File: src/hdl/virt_dec_pkg.sv
package virt_dec_pkg;
	localparam logic [2:0] MAJ_COL_LSB = 3'h5;
	localparam int MAJ_COL_POS = 29;
	localparam int MAJ_ROW_POS = 26;
	localparam logic [2:0] FIRST_POOL_COL = 3'h0;
	localparam logic [2:0] FIRST_POOL_ROW = 3'h0;
	localparam logic [2:0] SECOND_POOL_COL = 3'h2;
	localparam logic [2:0] SECOND_POOL_ROW = 3'h6;
	localparam int MIN_COL_POS = 3;
	localparam int MIN_ROW_POS = 0;
	localparam logic [2:0] MIN_POOL_ROW = 3'h4;
	localparam logic [2:0] EXT_MOVE_COL = 3'h6;
	localparam logic [2:0] EXT_FUNC_COL = 3'h7;
	localparam logic [2:0] SECOND_RSVD_ROW = 3'h7;
	localparam int EXT_ROW_POS = 6;
	localparam int EXT_COL_POS = 9;
	localparam int EXT_FN_POS = 12;
	localparam logic [2:0] TLB_ROW = 3'h5;
	localparam logic [2:0] TLB_COL = 3'h0;
	localparam logic [2:0] MOVE_ROW = 3'h3;
	localparam logic [3:0] FN_PROBE = 4'h0;
	localparam logic [3:0] FN_READ = 4'h1;
	localparam logic [3:0] FN_WR_IDX = 4'h2;
	localparam logic [3:0] FN_WR_RND = 4'h3;
	localparam logic [3:0] FN_INV = 4'h4;
	localparam logic [3:0] FN_INV_FLUSH = 4'h5;
	localparam logic [3:0] FN_HYPERVISOR_CALL = 4'hc;

	typedef enum logic [12:0] {
		OP_NONE = 13'h0001,
		OP_GUEST_TLB_PROBE = 13'h0002,
		OP_GUEST_TLB_READ = 13'h0004,
		OP_GUEST_TLB_WRITE_INDEXED = 13'h0008,
		OP_GUEST_TLB_WRITE_RANDOM = 13'h0010,
		OP_GUEST_TLB_INVALIDATE = 13'h0020,
		OP_GUEST_TLB_INVALIDATE_FLUSH = 13'h0040,
		OP_HYPERVISOR_CALL = 13'h0080,
		OP_MOVE_FROM_HIGH_ROOT_CP0 = 13'h0100,
		OP_MOVE_TO_HIGH_ROOT_CP0 = 13'h0200,
		OP_MOVE_FROM_HIGH_GUEST_CP0 = 13'h0400,
		OP_MOVE_TO_HIGH_GUEST_CP0 = 13'h0800,
		OP_SECOND_POOL = 13'h1000
	} dec_op_t;

	typedef enum logic [2:0] {
		EXC_NONE = 3'h1,
		EXC_RESERVED = 3'h2,
		EXC_COP_UNUSABLE = 3'h4
	} exc_t;

	typedef enum logic [7:0] {
		CLS_PLAIN = 8'h01,
		CLS_COMPAT = 8'h02,
		CLS_PARTNER = 8'h04,
		CLS_DEBUG = 8'h08,
		CLS_MODULE = 8'h10,
		CLS_RESERVED = 8'h20,
		CLS_HIGHER = 8'h40,
		CLS_UNKNOWN = 8'h80
	} enc_class_t;

	localparam dec_op_t OP_RESET = OP_NONE;
	localparam exc_t EXC_RESET = EXC_NONE;
endpackage

File: src/hdl/enc_class_check.sv
`timescale 1ns/1ps
`default_nettype none
module enc_class_check
	import virt_dec_pkg::*;
(
	input wire enc_class_t enc_class,
	input wire logic is_cop,
	input wire logic cop_usable,
	input wire logic special_two,
	input wire logic kernel_mode,
	input wire logic debug_mode,
	input wire logic ops64_enabled,
	input wire logic module_present,
	input wire logic debug_insn_impl,
	output exc_t exc
);
	always_comb begin
		exc = EXC_NONE;
		case (enc_class)
			CLS_PLAIN: exc = EXC_NONE;
			CLS_COMPAT: begin
				if (kernel_mode || debug_mode || ops64_enabled) begin
					exc = EXC_NONE;
				end else if (is_cop && !cop_usable) begin
					exc = EXC_COP_UNUSABLE;
				end else begin
					exc = EXC_RESERVED;
				end
			end
			CLS_PARTNER: begin
				if (is_cop && !cop_usable && !special_two) begin
					exc = EXC_COP_UNUSABLE;
				end else begin
					exc = EXC_RESERVED;
				end
			end
			CLS_DEBUG: exc = debug_insn_impl ? EXC_NONE : EXC_RESERVED;
			CLS_MODULE: begin
				if (!module_present) begin
					exc = EXC_RESERVED;
				end else if (is_cop && !cop_usable && !kernel_mode && !debug_mode) begin
					exc = EXC_COP_UNUSABLE;
				end else begin
					exc = EXC_NONE;
				end
			end
			CLS_RESERVED: exc = EXC_RESERVED;
			CLS_HIGHER: exc = EXC_RESERVED;
			default: exc = EXC_RESERVED;
		endcase
	end
endmodule
`default_nettype wire

File: src/hdl/virt_opcode_decoder.sv
`timescale 1ns/1ps
`default_nettype none
// Behaviour
// - compatibility-restricted encodings run in kernel, debug or 64-bit mode, else raise RI or CpU by coprocessor access.
// - partner encodings with nothing implemented raise CpU for an unusable coprocessor access outside special-two, else RI.
// - debug-support encodings raise RI when not implemented and decode exactly when implemented.
// - module-reserved encodings raise RI when the module is absent.
// - major opcode column is bits 31..29, row bits 28..26; 000/000 is first pool, 010/110 second pool.
// - first pool minor column is bits 5..3, row bits 2..0; row 100 col 110 is move pool, col 111 function pool.
// - function pool row 101 col 000 decodes bits 15..12 0000..0101 as the six guest TLB operations.
// - in that same row and column, 1100 decodes as the hypervisor call.
// - move pool row 011 decodes bits 10..9 into the four high root and guest CP0 moves; bit 11 is ignored.
// - reserved operation or field codes raise RI.
// - encodings valid only at a higher instruction-set level raise RI.
module virt_opcode_decoder
	import virt_dec_pkg::*;
(
	input wire logic clk,
	input wire logic rst_n,
	input wire logic ce,
	input wire logic in_valid,
	input wire logic [31:0] instr,
	input wire logic kernel_mode,
	input wire logic debug_mode,
	input wire logic ops64_enabled,
	input wire logic cp0_usable,
	input wire logic module_present,
	input wire logic wide_isa_impl,
	input wire logic debug_insn_impl,
	output logic out_valid_r,
	output dec_op_t dec_op_r,
	output exc_t exc_r
);
	function automatic logic [2:0] fld3(input logic [31:0] w, input int pos);
		fld3 = w[pos +: 3];
	endfunction

	logic [2:0] maj_col, maj_row, min_col, min_row, ext_row, ext_col;
	logic [3:0] fn;
	logic first_pool, second_pool, func_pool, move_pool;
	dec_op_t op;
	enc_class_t enc_class;
	exc_t exc;
	logic out_valid_nxt;
	dec_op_t dec_op_nxt;
	exc_t exc_nxt;

	always_comb begin
		maj_col = fld3(instr, MAJ_COL_POS);
		maj_row = fld3(instr, MAJ_ROW_POS);
		min_col = fld3(instr, MIN_COL_POS);
		min_row = fld3(instr, MIN_ROW_POS);
		ext_row = fld3(instr, EXT_ROW_POS);
		ext_col = fld3(instr, EXT_COL_POS);
		fn = instr[EXT_FN_POS +: 4];
		first_pool = (maj_col == FIRST_POOL_COL) && (maj_row == FIRST_POOL_ROW);
		second_pool = (maj_col == SECOND_POOL_COL) && (maj_row == SECOND_POOL_ROW);
		func_pool = first_pool && (min_row == MIN_POOL_ROW) && (min_col == EXT_FUNC_COL);
		move_pool = first_pool && (min_row == MIN_POOL_ROW) && (min_col == EXT_MOVE_COL);
		op = OP_NONE;
		enc_class = CLS_PLAIN;
		if (func_pool && ext_row == TLB_ROW && ext_col == TLB_COL) begin
			enc_class = CLS_MODULE;
			case (fn)
				FN_PROBE: op = OP_GUEST_TLB_PROBE;
				FN_READ: op = OP_GUEST_TLB_READ;
				FN_WR_IDX: op = OP_GUEST_TLB_WRITE_INDEXED;
				FN_WR_RND: op = OP_GUEST_TLB_WRITE_RANDOM;
				FN_INV: op = OP_GUEST_TLB_INVALIDATE;
				FN_INV_FLUSH: op = OP_GUEST_TLB_INVALIDATE_FLUSH;
				FN_HYPERVISOR_CALL: op = OP_HYPERVISOR_CALL;
				default: enc_class = CLS_RESERVED;
			endcase
		end else if (move_pool && ext_row == MOVE_ROW) begin
			enc_class = CLS_MODULE;
			case (ext_col[1:0])
				2'h0: op = OP_MOVE_FROM_HIGH_ROOT_CP0;
				2'h1: op = OP_MOVE_TO_HIGH_ROOT_CP0;
				2'h2: op = OP_MOVE_FROM_HIGH_GUEST_CP0;
				2'h3: op = OP_MOVE_TO_HIGH_GUEST_CP0;
				default: op = OP_NONE;
			endcase
		end else if (second_pool) begin
			op = OP_SECOND_POOL;
			if (!wide_isa_impl) begin
				enc_class = CLS_HIGHER;
			end else if (min_row == SECOND_RSVD_ROW) begin
				enc_class = CLS_RESERVED;
			end else begin
				enc_class = CLS_COMPAT;
			end
		end
	end

	enc_class_check u_class (
		.enc_class(enc_class),
		.is_cop(enc_class == CLS_MODULE),
		.cop_usable(cp0_usable),
		.special_two(1'b0),
		.kernel_mode(kernel_mode),
		.debug_mode(debug_mode),
		.ops64_enabled(ops64_enabled),
		.module_present(module_present),
		.debug_insn_impl(debug_insn_impl),
		.exc(exc)
	);

	always_comb begin
		out_valid_nxt = out_valid_r;
		dec_op_nxt = dec_op_r;
		exc_nxt = exc_r;
		if (!rst_n) begin
			out_valid_nxt = 1'b0;
			dec_op_nxt = OP_RESET;
			exc_nxt = EXC_RESET;
		end else if (ce) begin
			out_valid_nxt = in_valid;
			dec_op_nxt = (in_valid && exc == EXC_NONE) ? op : OP_NONE;
			exc_nxt = in_valid ? exc : EXC_NONE;
		end
	end

	always_ff @(posedge clk) begin
		out_valid_r <= out_valid_nxt;
		dec_op_r <= dec_op_nxt;
		exc_r <= exc_nxt;
	end

	// checks
	property p_compat_ok;
		@(posedge clk) disable iff (!rst_n)
		(ce && in_valid && second_pool && wide_isa_impl && min_row != SECOND_RSVD_ROW
			&& (kernel_mode || debug_mode || ops64_enabled))
		|=> (exc_r == EXC_NONE && dec_op_r == OP_SECOND_POOL);
	endproperty
	a_compat_ok: assert property (p_compat_ok) else $error("compat encoding trapped in privileged mode");

	property p_compat_trap;
		@(posedge clk) disable iff (!rst_n)
		(ce && in_valid && second_pool && wide_isa_impl && min_row != SECOND_RSVD_ROW
			&& !kernel_mode && !debug_mode && !ops64_enabled)
		|=> (exc_r == EXC_RESERVED);
	endproperty
	a_compat_trap: assert property (p_compat_trap) else $error("compat encoding not trapped");

	property p_module_absent;
		@(posedge clk) disable iff (!rst_n)
		(ce && in_valid && enc_class == CLS_MODULE && !module_present) |=> exc_r == EXC_RESERVED;
	endproperty
	a_module_absent: assert property (p_module_absent) else $error("absent module op not reserved");

	property p_first_pool;
		@(posedge clk) disable iff (!rst_n)
		(ce && in_valid && instr[31:26] != 6'h00) |=> !(dec_op_r inside {OP_GUEST_TLB_PROBE,
			OP_HYPERVISOR_CALL, OP_MOVE_TO_HIGH_GUEST_CP0});
	endproperty
	a_first_pool: assert property (p_first_pool) else $error("op decoded outside first pool");

	property p_tlb_probe;
		@(posedge clk) disable iff (!rst_n)
		(ce && in_valid && module_present && (kernel_mode || cp0_usable)
			&& instr[31:26] == 6'h00 && instr[5:0] == 6'h3c && instr[15:6] == 10'h005)
		|=> (dec_op_r == OP_GUEST_TLB_PROBE && exc_r == EXC_NONE);
	endproperty
	a_tlb_probe: assert property (p_tlb_probe) else $error("guest tlb probe not decoded");

	property p_hypervisor_call;
		@(posedge clk) disable iff (!rst_n)
		(ce && in_valid && module_present && kernel_mode
			&& instr[31:26] == 6'h00 && instr[5:0] == 6'h3c && instr[15:6] == 10'h305)
		|=> (dec_op_r == OP_HYPERVISOR_CALL);
	endproperty
	a_hypervisor_call: assert property (p_hypervisor_call) else $error("hypervisor call not decoded");

	property p_move_alias;
		@(posedge clk) disable iff (!rst_n)
		(ce && in_valid && module_present && kernel_mode
			&& instr[31:26] == 6'h00 && instr[5:0] == 6'h34 && instr[8:6] == 3'h3 && instr[10:9] == 2'h3)
		|=> (dec_op_r == OP_MOVE_TO_HIGH_GUEST_CP0);
	endproperty
	a_move_alias: assert property (p_move_alias) else $error("high guest move not decoded");

	property p_reserved_fn;
		@(posedge clk) disable iff (!rst_n)
		(ce && in_valid && instr[31:26] == 6'h00 && instr[5:0] == 6'h3c && instr[11:6] == 6'h05
			&& instr[15:12] == 4'h9)
		|=> (exc_r == EXC_RESERVED && dec_op_r == OP_NONE);
	endproperty
	a_reserved_fn: assert property (p_reserved_fn) else $error("reserved code not trapped");

	property p_higher;
		@(posedge clk) disable iff (!rst_n)
		(ce && in_valid && second_pool && !wide_isa_impl) |=> exc_r == EXC_RESERVED;
	endproperty
	a_higher: assert property (p_higher) else $error("higher level encoding not trapped");

	property p_one_result;
		@(posedge clk) disable iff (!rst_n)
		$onehot(dec_op_r) && $onehot(exc_r) && (exc_r == EXC_NONE || dec_op_r == OP_NONE);
	endproperty
	a_one_result: assert property (p_one_result) else $error("more than one decode result");

	property p_freeze;
		@(posedge clk) disable iff (!rst_n)
		!ce |=> $stable(dec_op_r) && $stable(exc_r) && $stable(out_valid_r);
	endproperty
	a_freeze: assert property (p_freeze) else $error("state moved with enable low");

	property p_reset_vals;
		@(posedge clk)
		!rst_n |=> (!out_valid_r && dec_op_r == OP_RESET && exc_r == EXC_RESET);
	endproperty
	a_reset_vals: assert property (p_reset_vals) else $error("outputs not cleared by reset");

	property p_idle;
		@(posedge clk) disable iff (!rst_n)
		(ce && !in_valid) |=> (!out_valid_r && dec_op_r == OP_NONE && exc_r == EXC_NONE);
	endproperty
	a_idle: assert property (p_idle) else $error("result shown for an empty slot");

	property p_move_root;
		@(posedge clk) disable iff (!rst_n)
		(ce && in_valid && module_present && kernel_mode
			&& instr[31:26] == 6'h00 && instr[5:0] == 6'h34 && instr[11:6] == 6'h23)
		|=> (dec_op_r == OP_MOVE_FROM_HIGH_ROOT_CP0 && exc_r == EXC_NONE);
	endproperty
	a_move_root: assert property (p_move_root) else $error("aliased high root move not decoded");

	c_tlb: cover property (@(posedge clk) disable iff (!rst_n) dec_op_r == OP_GUEST_TLB_INVALIDATE_FLUSH);
	c_hyp: cover property (@(posedge clk) disable iff (!rst_n) dec_op_r == OP_HYPERVISOR_CALL);
	c_cpu: cover property (@(posedge clk) disable iff (!rst_n) exc_r == EXC_COP_UNUSABLE);
	c_move: cover property (@(posedge clk) disable iff (!rst_n) dec_op_r == OP_MOVE_FROM_HIGH_ROOT_CP0);
endmodule
`default_nettype wire

File: config.mk
export PLATFORM = sky130hd
export DESIGN_NAME = virt_opcode_decoder
export DESIGN_NICKNAME = d
export VERILOG_FILES = /design/src/hdl/virt_dec_pkg.sv /design/src/hdl/enc_class_check.sv /design/src/hdl/virt_opcode_decoder.sv
export SDC_FILE = /design/constraint.sdc
export NUM_CORES = 1
export LEC_CHECK = 0
export ABC_AREA = 0
export BUFFER_PORTS_ARGS = -buffer_cell sky130_fd_sc_hd__buf_4
export CELL_PAD_IN_SITES_DETAIL_PLACEMENT = 1
export CELL_PAD_IN_SITES_GLOBAL_PLACEMENT = 1
export CORE_ASPECT_RATIO = 0.75
export CORE_MARGIN = 4
export CORE_UTILIZATION = 29
export DETAILED_ROUTE_END_ITERATION = 8
export PLACE_DENSITY = 0.88
export SYNTH_ARGS = -nofsm -noshare
export SYNTH_HDL_FRONTEND = slang
export SYNTH_SLANG_ARGS = --single-unit
File: constraint.sdc
create_clock -name clk -period 3.38 [get_ports clk]
set_clock_uncertainty 0.05 [all_clocks]
set_input_delay 1.014 -clock clk [delete_from_list [all_inputs] [get_ports clk]]
set_output_delay 1.014 -clock clk [all_outputs]
set_load 0.01 [all_outputs]
==> reports/metrics.yaml <==
status:
  status: "complete, no violations"
hold_path:
  hold_start: "dec_op_r[3]"
  holdPathEnd: "dec_op_r[3]"
  hold_depth: 2
  hold_path.class: "reg2reg"
global_route:
  grt_max_degree: 14
  grt_pass1_vias: 1059
  grt_overflow_total: 0
  grt_pass1_wl_um: 4780
  grt_use_total: 0.147
  antenna_found_initial: 0
clocking:
  postCtsHoldBufs: 0
  cts_resized: 0
  h-tree-depth: 1
  clockBufferDepth: 2
  root_buffer: "clkbuf_8"
  clk_pin_slew_worst_paths_ns: 0.06
  clock_latency_ns: 0.25
  cts_sinks: 17
  cts_tree: "done"
  postCtsSetupRepairBufs: 0
  cts_made_buffers: 3
yosys:
  syn_nets: 148
  synth_area_leaders: "dfxtp_1, nand2_1, o21ai_1"
  syn_area_per_cell_um2: 8.37
  synth_top_area_cell: "dfxtp_1"
  yosysTopAreaCellShare: 0.387
  synth_edf_count: 0
  ys.flop_type: "dfxtp_1"
  yosys.area_share.xor_xnor: 0
  postSynth.asyncResetShare: 0
  synth-seq-cells: 17
  syn_area_um2: 878
  synth_top_family_by_area: "simple AND/OR/NAND/NOR gates"
  synthDistinctLibCells: 34
  synthAdderAreaFrac: 0
  yosys.area_share.simple: 0.383
  synth_mux_area_frac: 0.0114
  syn-instance-count: 105
  synth-seq-area-share: 0.387
  synth.yosys.warnings: 0
  synth_compound_area_frac: 0.209
flow_run:
  cap_violations: 0
sta:
  timing.fmax_ghz: 0.439
  slew_viol_final: 0
  period_minus_slack_ns: 2.28
  setup_violations: 0
  rsz0062_at_grt: "false"
  relSlewSlack: 0.642
  hold_viol_final: 0
  final.setup.tns_ns: 0
  tightest_slew_ns: 0.530
  fin_crit_sh: 0.673
routing:
  postRouteAntennaNets: 0
  viasPerCell: 5.11
  route.detailed.drc: 0
  first_iter_violations: 20
  wire_per_inst_um: 14.6
  routed_wl_um: 2820
  first_pass_iters: 3
  num_vias: 987
setup_path:
  r2r_cells: 1
  rr_startpoint: "dec_op_r[0]"
  startpoint_type: "input pin"
  r2r_slack_ns: 2.70
  r2r_end: "dec_op_r[0]"
  end_kind: "flip-flop"
  critPathMaxFanout: 4
  criticalPathCategory: "in2reg"
  required_ns: 3.50
  cp.arrival_ns: 2.40
placed_design:
  port-buffer-count: 48
  gp_congestion: 0.800
  dpl.hpwl_um: 2380
final_layout:
  area_delta_synth_final_pct: 51.7
  num_antenna_cells: 0
  post-route-util: 0.486
  drive_above_1_share: 0.369
  final_nets: 201
power_and_ir_drop:
  p_per_area_nw_per_um2: 313
  ir_drop_mv: 0.158
  leakagePower_nw: 0.537
floorplan:
  fp.coreArea_um2: 2740
  ios: 60
  die_area_um2: 3980
  fp.dieW_um: 71.6
  rows: 16
  start_util: 0.320
  die_height_um: 55.7
==> placed cells by master, fill, tap and decap left out, types with 6 or more instances in the layout <==
cell,synthesis,final
buf_4,0,49
dfxtp_1,17,17
nand2_1,19,19
nand2b_1,6,6
nand3_1,6,6
nor2_1,7,7
o21ai_1,8,8
==> cell families (layout without fill, tap and decap cells) <==
family,Yosys count,in the layout
compound gates,27,27
buf+inv,2,54
flops,17,17
mux,1,1
simple gates,58,58
==> layer usage <==
| layer | vias to the layer above | part of all wire | track usage |
|---|---|---|---|
| li1 | 500 | - | - |
| met1 | 452 | 0.43 | 0.168 |
| met2 | 29 | 0.48 | 0.253 |
| met3 | 6 | 0.069 | 0.0523 |
| met4 | 0 | 0.016 | 0.0509 |
| met5 | - | 0 | 0 |
==> cell type report <==
cell class	instances	area (um^2)
fill	334	1410
clock buffer	4	45.0
timing repair buffer	49	368
inverter	1	3.75
sequential	17	340
multi-input combinational	86	531
tap	36	45.0
==> worst max-delay path, cell delays in order <==
cell     delay, ns
buf_4         0.11
nor3_2        0.25
nand4_1       0.26
nor4_4        0.41
nand3_1       0.17
o31ai_2       0.18
==> cell usage after synthesis (2+ instances only) <==
master and instances:
nand2_1 19, dfxtp_1 17, o21ai_1 8, nor2_1 7, nand2b_1 6, nand3_1 6, and4_1 3, nand4_1 3
nor3_1 3, o211ai_1 3, a21oi_1 2, a22oi_1 2, nor2b_1 2, o21ai_0 2, o31ai_1 2, or3_1 2
==> state kept, by name (all words and copies together) (netlist names) <==
| register | count |
|---|---|
| dec_op_r | 13 |
| exc_r | 3 |
| out_valid_r | 1 |
==> per-stage QoR <==
step           power [mW]  std cells  setup slack [ns]  area [um^2]  hold WS, ns
2_1_floorplan       0.227        105              1.16          878        0.419
3_3_place_gp        0.268        189             0.900         1290        0.385
3_5_place_dp        0.271        189             0.843         1290        0.395
4_1_cts             0.424        193              1.10         1330        0.406
5_1_grt             0.437        193             0.978         1330        0.424
6_report            0.418        193              1.10         1330        0.399
==> how the worst max path moves through the flow <==
stage | slack, ns | from | depth (start not counted) | end
5_1_grt | 0.98 | instr[29] | 6 | dec_op_r[2]
3_5_place_dp | 0.84 | debug_mode | 5 | dec_op_r[9]
2_1_floorplan | 1.16 | instr[29] | 5 | dec_op_r[2]
6_report | 1.10 | instr[29] | 6 | dec_op_r[2]
4_1_cts | 1.10 | debug_mode | 5 | dec_op_r[9]
3_3_place_gp | 0.90 | instr[29] | 6 | dec_op_r[2]
==> power by group <==
part,internal [mW],switching [mW],total [mW]
sequential,0.201,0.000411,0.202
combinational,0.0347,0.0302,0.0649
clock,0.0837,0.0675,0.151
total,0.319,0.0982,0.418
Power figures use the tool's default switching activity.
